$ cat src/ddq_pkg.sv
// Package of constants and types for the datagram dispatch block
package ddq_pkg;
   // Host request numbers
   localparam logic [7:0] REQ_OUTPUTS = 8'h08;
   localparam logic [7:0] REQ_DEQUEUE = 8'h0d;
   localparam logic [7:0] REQ_SEND = 8'h0e;
   localparam logic [7:0] REQ_REPLY = 8'h0f;
   // Datagram function codes
   localparam logic [7:0] FC_READ_ID = 8'h00;
   localparam logic [7:0] FC_READ_ID_RPL = 8'h01;
   localparam logic [7:0] FC_READ_CFG = 8'h02;
   localparam logic [7:0] FC_READ_CFG_RPL = 8'h03;
   localparam logic [7:0] FC_ASSIGN_MON = 8'h05;
   localparam logic [7:0] FC_READ_DIAG = 8'h08;
   localparam logic [7:0] FC_READ_DIAG_RPL = 8'h09;
   localparam logic [7:0] FC_WRITE_POINT = 8'h0b;
   localparam logic [7:0] FC_READ_IO_RPL = 8'h0d;
   localparam logic [7:0] FC_FAULT = 8'h0f;
   localparam logic [7:0] FC_PULSE = 8'h10;
   localparam logic [7:0] FC_PULSE_DONE = 8'h11;
   localparam logic [7:0] FC_CLR_ALL = 8'h13;
   localparam logic [7:0] FC_READ_DEV = 8'h1e;
   localparam logic [7:0] FC_READ_DEV_RPL = 8'h1f;
   localparam logic [7:0] FC_READ_DATA = 8'h27;
   localparam logic [7:0] FC_READ_DATA_RPL = 8'h28;
   localparam logic [7:0] FC_WRITE_DATA = 8'h29;
   localparam logic [7:0] FC_MAP_RPL = 8'h2b;
   localparam logic [7:0] FC_WRITE_MAP = 8'h2c;
   // Lower status word codes
   localparam logic [15:0] ST_OK = 16'h0004;
   localparam logic [15:0] ST_SYNTAX = 16'h0008;
   localparam logic [15:0] ST_DATA_ERR = 16'h0010;
   localparam logic [15:0] ST_NO_DATA = 16'h0040;
   // Upper status word codes
   localparam logic [15:0] XS_NONE = 16'h0000;
   localparam logic [15:0] XS_PARTIAL = 16'h00d0;
   localparam logic [15:0] XS_BAD_CMD = 16'h00ce;
   localparam logic [15:0] XS_BAD_DEV = 16'h00c9;
   // Device numbers
   localparam logic [7:0] DEV_ALL = 8'hff;
   localparam int DEV_COUNT = 32;
   // Reset value of the enable of cyclic outputs
   localparam logic [31:0] OUT_EN_RST = 32'hffff_ffff;

   // One datagram header
   typedef struct packed {
      logic [7:0] dev;
      logic [7:0] fc;
      logic [7:0] len;
   } ddq_dgram_t;

   // Host request
   typedef struct packed {
      logic [7:0] cmd;
      ddq_dgram_t dg;
      logic [7:0] max_len;
      logic en;
   } ddq_req_t;

   // Two-word completion status
   typedef struct packed {
      logic [15:0] upper;
      logic [15:0] lower;
   } ddq_status_t;
endpackage : ddq_pkg

$ cat src/ddq_dispatch.sv
// Datagram dispatch, automatic handling and host request execution
// What this block does
// - Only the send and send-with-reply requests put a datagram on the bus.
// - The send request takes any function code, reply-type codes included.
// - A reply to a datagram sent by the plain send request is queued, except test complete after a pulse test sent that way.
// - An incoming identification read is answered by the block itself, or dropped if a send or reply request is taken in the same cycle.
// - Incoming device reads and diagnostics reads are answered automatically, or dropped if a send or reply request is taken in the same cycle.
// - Reply codes are consumed and returned only for a pending reply request.
// - Listed unsolicited codes are queued until the host dequeues them.
// - An incoming fault report is written to the fault table.
// - Test complete is consumed when the pulse test went by plain send.
// - Request 8 enables or disables cyclic outputs per device or for all.
// - Every request ends with a two-word status, general and detailed.
// - Each dequeue of a non-empty queue moves one datagram, truncated with a data error if long.
`timescale 1ns/10ps
`default_nettype none
module ddq_dispatch #(
   parameter int QDEPTH = 8
) (
   // Clock and reset
   input wire logic core_clk_i,
   input wire logic rst_b_i,
   // Host request port
   input wire logic req_valid_i,
   input wire ddq_pkg::ddq_req_t req_i,
   output logic done_o,
   output ddq_pkg::ddq_status_t status_o,
   output ddq_pkg::ddq_dgram_t host_dg_o,
   output logic host_dg_valid_o,
   output logic [7:0] host_dg_len_o,
   // Bus receive side
   input wire logic rx_valid_i,
   input wire ddq_pkg::ddq_dgram_t rx_dg_i,
   // Bus transmit side
   output logic tx_valid_o,
   output ddq_pkg::ddq_dgram_t tx_dg_o,
   output logic tx_auto_o,
   // Fault table write
   output logic fault_we_o,
   output logic [7:0] fault_dev_o,
   // Cyclic output enables
   output logic [ddq_pkg::DEV_COUNT-1:0] out_en_o
);
   typedef enum logic [1:0] {ST_IDLE = 2'b00, ST_BUSY = 2'b01} ddq_state_t;

   ddq_state_t state_q;
   logic wait_rpl_q;
   logic [7:0] wait_fc_q;
   logic pulse_q;
   ddq_pkg::ddq_dgram_t head;
   logic q_empty;
   logic q_full;

   // Host request decode
   wire take = req_valid_i && (state_q == ST_IDLE);
   wire is_send = take && (req_i.cmd == ddq_pkg::REQ_SEND);
   wire is_reply = take && (req_i.cmd == ddq_pkg::REQ_REPLY);
   wire is_deq = take && (req_i.cmd == ddq_pkg::REQ_DEQUEUE);
   wire is_out = take && (req_i.cmd == ddq_pkg::REQ_OUTPUTS);
   wire dev_bad = (req_i.dg.dev >= 8'(ddq_pkg::DEV_COUNT))
      && (req_i.dg.dev != ddq_pkg::DEV_ALL);
   wire bad_cmd = take && !is_send && !is_reply && !is_deq && !is_out;

   // Incoming classification
   wire rx_fc_id = rx_dg_i.fc == ddq_pkg::FC_READ_ID;
   wire rx_fc_dev = rx_dg_i.fc == ddq_pkg::FC_READ_DEV;
   wire rx_fc_diag = rx_dg_i.fc == ddq_pkg::FC_READ_DIAG;
   wire rx_auto_rd = rx_valid_i && (rx_fc_id || rx_fc_dev || rx_fc_diag);
   wire rx_is_rpl = (rx_dg_i.fc == ddq_pkg::FC_READ_ID_RPL)
      || (rx_dg_i.fc == ddq_pkg::FC_READ_CFG_RPL)
      || (rx_dg_i.fc == ddq_pkg::FC_READ_DIAG_RPL)
      || (rx_dg_i.fc == ddq_pkg::FC_READ_IO_RPL)
      || (rx_dg_i.fc == ddq_pkg::FC_READ_DEV_RPL)
      || (rx_dg_i.fc == ddq_pkg::FC_READ_DATA_RPL)
      || (rx_dg_i.fc == ddq_pkg::FC_MAP_RPL);
   wire rpl_match = rx_valid_i && rx_is_rpl && wait_rpl_q
      && (rx_dg_i.fc == wait_fc_q + 8'h01);
   wire rx_queue_fc = (rx_dg_i.fc == ddq_pkg::FC_READ_CFG)
      || (rx_dg_i.fc == ddq_pkg::FC_ASSIGN_MON)
      || (rx_dg_i.fc == ddq_pkg::FC_WRITE_POINT)
      || (rx_dg_i.fc == ddq_pkg::FC_PULSE)
      || (rx_dg_i.fc == ddq_pkg::FC_CLR_ALL)
      || (rx_dg_i.fc == ddq_pkg::FC_READ_DATA)
      || (rx_dg_i.fc == ddq_pkg::FC_WRITE_DATA)
      || (rx_dg_i.fc == ddq_pkg::FC_WRITE_MAP);
   wire rx_fault = rx_valid_i && (rx_dg_i.fc == ddq_pkg::FC_FAULT);
   wire rx_pdone = rx_valid_i && pulse_q
      && (rx_dg_i.fc == ddq_pkg::FC_PULSE_DONE);
   // Unmatched replies and unknown codes queue for the host
   wire rx_push = rx_valid_i && !rx_auto_rd && !rpl_match && !rx_fault
      && !rx_pdone && (rx_queue_fc || rx_is_rpl || 1'b1);

   // Dequeue result
   wire deq_pop = is_deq && !q_empty;
   wire deq_long = head.len > req_i.max_len;
   wire [7:0] deq_len = deq_long ? req_i.max_len : head.len;

   // Transmit select: host send, reply request, or automatic answer
   wire host_tx = is_send || is_reply;
   ddq_pkg::ddq_dgram_t auto_dg;
   assign auto_dg.dev = rx_dg_i.dev;
   assign auto_dg.fc = rx_dg_i.fc + 8'h01;
   assign auto_dg.len = '0;

   ddq_queue #(.DEPTH(QDEPTH)) u_queue (
      .core_clk_i(core_clk_i),
      .rst_b_i(rst_b_i),
      .push_i(rx_push),
      .push_dg_i(rx_dg_i),
      .pop_i(deq_pop),
      .head_o(head),
      .empty_o(q_empty),
      .full_o(q_full)
   );

   // Request state: busy until a pending reply arrives
   always_ff @(posedge core_clk_i or negedge rst_b_i) begin
      if (!rst_b_i) begin
         state_q <= ST_IDLE;
         wait_rpl_q <= 1'b0;
         wait_fc_q <= '0;
      end else if (is_reply) begin
         state_q <= ST_BUSY;
         wait_rpl_q <= 1'b1;
         wait_fc_q <= req_i.dg.fc;
      end else if (rpl_match) begin
         state_q <= ST_IDLE;
         wait_rpl_q <= 1'b0;
      end
   end

   // Pulse test sent by plain send arms test-complete consumption
   always_ff @(posedge core_clk_i or negedge rst_b_i) begin
      if (!rst_b_i) begin
         pulse_q <= 1'b0;
      end else if (is_send && req_i.dg.fc == ddq_pkg::FC_PULSE) begin
         pulse_q <= 1'b1;
      end else if (rx_pdone) begin
         pulse_q <= 1'b0;
      end
   end

   // Cyclic output enables
   always_ff @(posedge core_clk_i or negedge rst_b_i) begin
      if (!rst_b_i) begin
         out_en_o <= ddq_pkg::OUT_EN_RST;
      end else if (is_out && req_i.dg.dev == ddq_pkg::DEV_ALL) begin
         out_en_o <= {ddq_pkg::DEV_COUNT{req_i.en}};
      end else if (is_out && !dev_bad) begin
         out_en_o[req_i.dg.dev[4:0]] <= req_i.en;
      end
   end

   // Completion status and host data
   always_ff @(posedge core_clk_i or negedge rst_b_i) begin
      if (!rst_b_i) begin
         done_o <= 1'b0;
         status_o <= '0;
         host_dg_o <= '0;
         host_dg_valid_o <= 1'b0;
         host_dg_len_o <= '0;
      end else begin
         done_o <= (take && !is_reply) || rpl_match;
         host_dg_valid_o <= deq_pop || rpl_match;
         if (rpl_match) begin
            status_o <= {ddq_pkg::XS_NONE, ddq_pkg::ST_OK};
            host_dg_o <= rx_dg_i;
            host_dg_len_o <= rx_dg_i.len;
         end else if (is_deq && q_empty) begin
            status_o <= {ddq_pkg::XS_NONE, ddq_pkg::ST_NO_DATA};
         end else if (deq_pop) begin
            host_dg_o <= head;
            host_dg_len_o <= deq_len;
            status_o <= deq_long
               ? {ddq_pkg::XS_PARTIAL, ddq_pkg::ST_DATA_ERR}
               : {ddq_pkg::XS_NONE, ddq_pkg::ST_OK};
         end else if (is_out && dev_bad) begin
            status_o <= {ddq_pkg::XS_BAD_DEV, ddq_pkg::ST_SYNTAX};
         end else if (bad_cmd) begin
            status_o <= {ddq_pkg::XS_BAD_CMD, ddq_pkg::ST_SYNTAX};
         end else if (take && !is_reply) begin
            status_o <= {ddq_pkg::XS_NONE, ddq_pkg::ST_OK};
         end
      end
   end

   // Bus transmit and fault table
   always_ff @(posedge core_clk_i or negedge rst_b_i) begin
      if (!rst_b_i) begin
         tx_valid_o <= 1'b0;
         tx_dg_o <= '0;
         tx_auto_o <= 1'b0;
         fault_we_o <= 1'b0;
         fault_dev_o <= '0;
      end else begin
         tx_valid_o <= host_tx || rx_auto_rd;
         tx_auto_o <= !host_tx && rx_auto_rd;
         if (host_tx) begin
            tx_dg_o <= req_i.dg;
         end else if (rx_auto_rd) begin
            tx_dg_o <= auto_dg;
         end
         fault_we_o <= rx_fault;
         fault_dev_o <= rx_dg_i.dev;
      end
   end
endmodule : ddq_dispatch
`default_nettype wire

$ cat src/ddq_queue.sv
// In-order queue of unsolicited incoming datagrams
`timescale 1ns/10ps
`default_nettype none
module ddq_queue #(
   parameter int DEPTH = 8
) (
   // Clock and reset
   input wire logic core_clk_i,
   input wire logic rst_b_i,
   // Fill side
   input wire logic push_i,
   input wire ddq_pkg::ddq_dgram_t push_dg_i,
   // Drain side
   input wire logic pop_i,
   output ddq_pkg::ddq_dgram_t head_o,
   output logic empty_o,
   output logic full_o
);
   localparam int AW = $clog2(DEPTH);
   ddq_pkg::ddq_dgram_t mem_q [DEPTH];
   logic [AW:0] wr_q;
   logic [AW:0] rd_q;
   wire do_push = push_i && !full_o;
   wire do_pop = pop_i && !empty_o;

   assign empty_o = (wr_q == rd_q);
   assign full_o = (wr_q[AW-1:0] == rd_q[AW-1:0]) && (wr_q[AW] != rd_q[AW]);
   assign head_o = mem_q[rd_q[AW-1:0]];

   always_ff @(posedge core_clk_i) begin
      if (do_push) begin
         mem_q[wr_q[AW-1:0]] <= push_dg_i;
      end
   end

   always_ff @(posedge core_clk_i or negedge rst_b_i) begin
      if (!rst_b_i) begin
         wr_q <= '0;
         rd_q <= '0;
      end else begin
         if (do_push) begin
            wr_q <= wr_q + 1'b1;
         end
         if (do_pop) begin
            rd_q <= rd_q + 1'b1;
         end
      end
   end
endmodule : ddq_queue
`default_nettype wire

$ cat config.mk
export PLATFORM = sky130hd
export DESIGN_NAME = ddq_dispatch
export DESIGN_NICKNAME = d
export VERILOG_FILES = /design/src/ddq_pkg.sv /design/src/ddq_dispatch.sv /design/src/ddq_queue.sv
export SDC_FILE = /design/constraint.sdc
export NUM_CORES = 1
export LEC_CHECK = 0
export ABC_AREA = 1
export BUFFER_PORTS_ARGS = -buffer_cell sky130_fd_sc_hd__buf_2
export CAP_MARGIN = 5
export CORE_MARGIN = 3
export CORE_UTILIZATION = 55
export CTS_BUF_LIST = sky130_fd_sc_hd__clkbuf_8 sky130_fd_sc_hd__clkbuf_16
export CTS_CLUSTER_SIZE = 28
export DETAILED_ROUTE_END_ITERATION = 10
export PLACE_DENSITY = 0.78
export SYNTH_ARGS = -nofsm -noshare
export SYNTH_HDL_FRONTEND = slang
export SYNTH_SLANG_ARGS = --single-unit
export TNS_END_PERCENT = 10
$ cat constraint.sdc
create_clock -name core_clk_i -period 4.7 [get_ports core_clk_i]
set_input_delay 0.47 -clock core_clk_i [delete_from_list [all_inputs] [get_ports core_clk_i]]
set_output_delay 0.47 -clock core_clk_i [all_outputs]
set_load 0.05 [all_outputs]
==> metrics.cfg, run 1 <==
[run_status]
status = finished, final reports clean

[finish]
nets = 1794
seqCellArea_um2 = 8960
multiInputGateArea_um2 = 4780
drive_above_1_share = 0.192
diodes = 0
fin_area_um2 = 16900
syn2layout_area_growth_pct = 15.3
fillers = 2033
instances_no_fill = 2072

[timing]
maxSlewHeadroom = 0.335
max_freq_mhz = 286
tightest_slew_ns = 0.998
hold_violations = 0
fin_setup_tns_ns = 0
final.min_clock_period_ns = 3.50
rsz0062_at_grt = false
fin_ws_ns = 1.20
setup_violations = 0
clock_skew_ns = 0.0139
drv_slew = 0
fin_crit_sh = 0.744

[yosys]
yosysMostFrequentCell = nand2_1
ys_warn_count = 0
seq_area_frac_synth = 0.609
netlist_instances = 1545
synth-adder-area-share = 0.0128
netlist_area_um2 = 14700
synth_largest_area_cell = edfxtp_1
synth_compound_area_frac = 0.0846
ys_seq_elements = 318
synth-simple-area-share = 0.209
avgSynthCellArea_um2 = 9.52
ys_top_cells_by_area = edfxtp_1 39%, dfrtp_1 16%, nand2_1 9.9%
synth_edf_count = 192
async_flop_share = 0.396
synth_top_area_frac = 0.392
synthDistinctLibCells = 37
synth_top_family_by_area = simple AND/OR/NAND/NOR gates
yosys-top-cells-count = 389 x nand2_1, 192 x edfxtp_1, 190 x nor2_1
synth_xor_area_frac = 0.00834
synth-main-ff-cell = edfxtp_1
muxShareOfSynthArea = 0.00272

[clocking]
ctsHoldBuffers = 0
cts_made_buffers = 35
max-clock-path-buffers = 3
cts_num_sinks = 318
cts_setup_buffers = 0
cts_root_buffer = clkbuf_16
cts_max_level = 2
clk_pin_slew_ns = 0.06
cts_tree = done
clk_latency_ns = 0.52
post_cts_resized = 0

[die]
fp.coreArea_um2 = 26100
dieHeight_um = 170
start_util = 0.563
dieArea_um2 = 28700
io_pins = 202
row_count = 59
die_x_um = 170

[power]
irDropWorstVdd_mv = 0.222
p_leak_nw = 7.72
power.density_nw_per_um2 = 429
total_power_w = 0.00727

[drt]
drtPass1Iterations = 6
ant_nets = 0
route.vias.total = 11560
wl_mm = 36.5
wl_per_cell_um = 17.6
drc_errors = 0
viasPerCell = 5.58
drtIter0Drc = 1101

[worst_setup_path]
crit_fanout = 34
worstSetupPathType = register to register
reg2regPathDepth = 11
crit_required_ns = 4.91
worstSetupStartpointType = register
crit_path_end_kind = register
worstPathArrival_ns = 3.71

[global_routing]
antenna_found_initial = 3
grt_pass1_vias = 10987
grt_usage = 0.252
grt_pass1_wl_mm = 57.8
grt_overflow = 0
grt_max_degree = 77

[place]
dpl.cell_count = 2008
gp_congestion = 0.923
place_ws_ns = 1.11
dpl.hpwl_mm = 23.6
dpl_cell_area_um2 = 15800
io_buffer_count = 180

[worst_hold_path]
min_path_type = input port to asynchronous set/reset pin

[flow_run]
drv_cap = 0

## kinds of logic after synthesis
family	Yosys count
AND/OR/NAND/NOR	746
flip-flops	318
buffers and inverters	233
AO/OA/AOI/OAI	214
adder cells (fa/ha/maj)	15
XOR/XNOR	14
multiplexers	4
other	1
## path summary, 6_finish.rpt
check	from	end	slack (ns)
max in group asynchronous	rst_b_i	out_en_o[29]	3.60
min	rst_b_i	tx_dg_o[10]	0.12
max reg2reg	u_queue.rd_q[1]	u_queue.mem_q[1][16]	1.20
min reg2reg	host_dg_o[8]	host_dg_o[8]	0.47
min in group core_clk_i	req_i[14]	tx_dg_o[5]	0.17
max	u_queue.rd_q[1]	u_queue.mem_q[1][16]	1.20
## worst max-delay path, stage by stage, from the launching register on
cell	delay, ns
dfrtp_1	0.37
buf_4	0.24
inv_2	0.51
nand2_1	0.10
nand4_1	0.14
nor2_1	0.06
nand2_1	0.09
nand2_1	0.05
nor2_1	0.25
nand2_2	0.21
nor3_2	0.80
buf_4	0.34
## final cells by class
| class | instances | share of cell area |
|---|---|---|
| Clock buffer | 35 | 0.0517 |
| Clock inverter | 29 | 0.0179 |
| Inverter | 138 | 0.0306 |
| Multi-Input combinational cell | 1014 | 0.282 |
| Sequential cell | 318 | 0.529 |
| Tap cell | 335 | 0.0247 |
| Timing Repair Buffer | 203 | 0.0642 |
## per-stage QoR
step	utilization	hold slack, ns
6_report	0.649	0.123
5_1_grt	0.649	0.166
4_1_cts	0.649	0.152
3_5_place_dp	0.603	0.455
3_3_place_gp	0.603	0.448
2_1_floorplan	-	0.174
## power breakdown
part / switching [W] / internal [W]
registers: 0.0000965 / 0.00324
clock network: 0.00111 / 0.00170
logic: 0.000845 / 0.000281
## layer usage
metal  up-vias  GRT usage  part of all wire
met5         -          0           0.00080
met4         6     0.0800             0.027
met3        82     0.0545             0.095
met2       575      0.410              0.47
met1      5488      0.345              0.40
li1       5409          -                 -
## state kept, by name, indices dropped and copies added, names as in the netlist, 4 cells and up
| register | cells |
|---|---|
| out_en_o | 32 |
| u_queue.mem_q | 192 |
| host_dg_o | 24 |
| u_queue.rd_q | 4 |
| tx_dg_o | 24 |
| wait_fc_q | 8 |
| u_queue.wr_q | 4 |
| fault_dev_o | 8 |
| status_o | 7 |
| host_dg_len_o | 8 |
## cells in the final DEF (no fill, tap or decap), types with 32 or more instances in the layout
cell	instances
dfstp_2	32
clkbuf_16	35
nand3_1	124
inv_1	129
o21ai_1	35
dfrtp_1	93
o211ai_1	40
buf_2	179
nor2_1	184
o21ai_0	116
nand2_1	389
edfxtp_1	192
(Power assumes the default switching activity.)
==> run 2, diff against run 1 <==
ABC_AREA = 0   (was 1)
CORE_UTILIZATION = 52   (was 55)
clock period = 3.2 ns   (was 4.7 ns; I/O delays follow)
==> run 2 against run 1 <==
Global-route usage fell by 3.0 points. Area after synthesis fell by 5.5%. Combinational power rose by 4%. Routed wire length fell by 12%. Critical path depth fell by 1. Critical path type unchanged. Critical endpoint is now host_dg_len_o[5].
==> metrics.cfg, run 2 <==
[global_routing]
grt_overflow = 0
grt_usage = 0.222
grt_pass1_vias = 8939
antenna_found_initial = 2
grt_max_degree = 54
grt_pass1_wl_mm = 49.4

[power]
power.density_nw_per_um2 = 614
switchingPower_w = 0.00260
p_sw_frac = 0.257
irDropWorstVdd_mv = 0.521
p_leak_nw = 6.76
total_power_w = 0.0101
clockPowerShare = 0.394
p_int_w = 0.00752
power.share.combinational = 0.115
pwr-share-seq = 0.491

[worst_setup_path]
rr_startpoint = u_queue.rd_q[1]
crit_chain = buf_12 -> mux4_2 -> mux2_2 -> ha_1 -> and3_1 -> a221oi_2 -> o21ai_2 -> and2_2 -> o211a_1 -> o21ai_0
crit_family = multiplexers
crit_fanout = 16
worstPathArrival_ns = 3.46
slowest_delay_ns = 0.50
worstSetupPathType = register to register
reg2reg_to = host_dg_len_o[5]
rrSetupSlack_ns = 0.17
crit_required_ns = 3.63
worst-path-buf-inv = 1
worstSetupStartpointType = register
reg2regPathDepth = 10
crit_path_end_kind = register
slowest_stage = mux4_2

[yosys]
synth_edf_count = 192
ys_top_cells_by_area = edfxtp_1 41%, dfrtp_1 17%, mux4_2 7.8%
netlist_instances = 958
synth_largest_area_cell = edfxtp_1
async_flop_share = 0.396
ys_warn_count = 0
yosys-top-cells-count = 192 x edfxtp_1, 94 x dfrtp_1, 65 x nor2_1
seq_area_frac_synth = 0.644
synth_top_area_frac = 0.415
avgSynthCellArea_um2 = 14.5
netlist_area_um2 = 13900
ys_seq_elements = 318
yosysMostFrequentCell = edfxtp_1
synthDistinctLibCells = 68
synth-main-ff-cell = edfxtp_1

[worst_hold_path]
whs_path_depth = 1
min_to = fault_dev_o[6]
min_path_type = input port to register
hp-start = rx_dg_i[22]

[timing]
setup_violations = 0
fin_crit_sh = 0.947
tightest_slew_ns = 0.897
clock_skew_ns = 0.0169
holdWs_ns = 0.0171
maxSlewHeadroom = 0.400
rsz0062_at_grt = false
drv_slew = 0
hold_violations = 0
max_freq_mhz = 330
final.min_clock_period_ns = 3.03

[clocking]
cts_tree = done
cts_num_sinks = 318
cts_root_buffer = clkbuf_16
clk_pin_slew_ns = 0.06
cts_max_level = 2
cts_made_buffers = 35
max-clock-path-buffers = 3
cts_setup_buffers = 0
clk_latency_ns = 0.53

[flow_run]
drv_cap = 0

[finish]
fillers = 1934
final_cell_mix = 192 x edfxtp_1, 179 x buf_2, 92 x dfrtp_1
drive_above_1_share = 0.361
final_common_cell = edfxtp_1
largest_reg_flops = 192
diodes = 0
syn2layout_area_growth_pct = 18.6
nets = 1236

[die]
row_count = 59
start_util = 0.532
fp.coreArea_um2 = 26100
dieHeight_um = 170
io_pins = 202
dieArea_um2 = 28700
die_x_um = 170

[run_status]
status = finished, final reports clean

[drt]
ant_nets = 0
drtIter0Drc = 758
wl_per_cell_um = 21.1
viasPerCell = 5.77
wl_mm = 32.0
drtPass1Iterations = 5
route.vias.total = 8742
drc_errors = 0

[place]
gp_congestion = 0.839
io_buffer_count = 180
dpl.hpwl_mm = 21.1

## run 2: changes by cell type in the layout (fill, tap and decap cells not counted), moves of 14 or more
cell	previous run	this run
a211oi_1	0	18
a21o_1	1	17
a21oi_1	2	22
inv_1	129	40
mux2_2	0	48
mux2i_1	4	26
mux4_2	0	48
nand2_1	389	61
nand3_1	124	11
nor2_1	184	65
nor2_2	14	0
o211ai_1	40	9
o21ai_0	116	40
o21ai_1	35	1
## run 2: worst max-delay path by stage
stage	from	endpoint	slack (ns)	depth (start not counted)
floorplan	wait_fc_q[1]	u_queue.mem_q[2][0]	-0.06	10
global placement	u_queue.rd_q[1]	host_dg_len_o[4]	0.18	10
detailed placement	u_queue.rd_q[1]	host_dg_len_o[1]	0.11	10
CTS	u_queue.rd_q[1]	host_dg_len_o[4]	0.1	10
global route	u_queue.rd_q[1]	host_dg_len_o[5]	0.01	10
finish	u_queue.rd_q[1]	host_dg_len_o[5]	0.17	10
## run 2: kinds of logic after synthesis
family                     after synthesis  synth area share
AOI/OAI and AO/OA                      150            0.0735
xor gates and xnor gates                23            0.0156
adders and majority gates               15            0.0135
buffers and inverters                  115            0.0418
DFF                                    318             0.644
muxes                                  123             0.136
other                                    1          0.000270
and+or+nand+nor                        213            0.0745
## run 2: power groups by stage
stage | clock [W] | combinational [W] | sequential, W
finish | 0.00399 | 0.00117 | 0.00497
global route | 0.00422 | 0.00126 | 0.00500
CTS | 0.00406 | 0.00117 | 0.00497
detailed placement | 0 | 0.00116 | 0.00505
global placement | 0 | 0.00114 | 0.00502
floorplan | 0 | 0.000689 | 0.00506
## run 2: per-layer routing
layer | up-vias | global-route usage | wire length [µm]
li1 | 3945 | - | -
met1 | 4391 | 0.301 | 13200
met2 | 344 | 0.370 | 15800
met3 | 58 | 0.0459 | 2300
met4 | 4 | 0.0608 | 668
met5 | - | 0 | 24
## run 2: area by class of cell
| cell class | instances | area, µm² | share of cell area |
|---|---|---|---|
| Inverter | 32 | 120 | 0.00728 |
| Multi-Input combinational cell | 545 | 4570 | 0.277 |
| Clock inverter | 23 | 193 | 0.0117 |
| Tap cell | 335 | 419 | 0.0254 |
| Clock buffer | 41 | 970 | 0.0588 |
| Sequential cell | 318 | 8960 | 0.543 |
| Timing Repair Buffer | 220 | 1260 | 0.0764 |
## run 2: per-stage QoR
stage / instances / setup WS (ns) / setup TNS [ns] / utilization / cell area [µm²]
floorplan: 978 / -0.0635 / -3.71 / - / 14100
global placement: 1449 / 0.181 / 0 / 0.586 / 15300
detailed placement: 1449 / 0.112 / 0 / 0.586 / 15300
CTS: 1514 / 0.0990 / 0 / 0.631 / 16500
global route: 1514 / 0.00955 / 0 / 0.631 / 16500
finish: 1514 / 0.169 / 0 / 0.631 / 16500
## run 2: timing repair
| item | 4_1_cts | 5_1_grt |
|---|---|---|
| hold buffers | 1 | 0 |
| gates resized for setup | 0 | 3 |
| endpoints found under the setup margin | 0 | 9 |
| hold endpoints to repair | 40 | 0 |
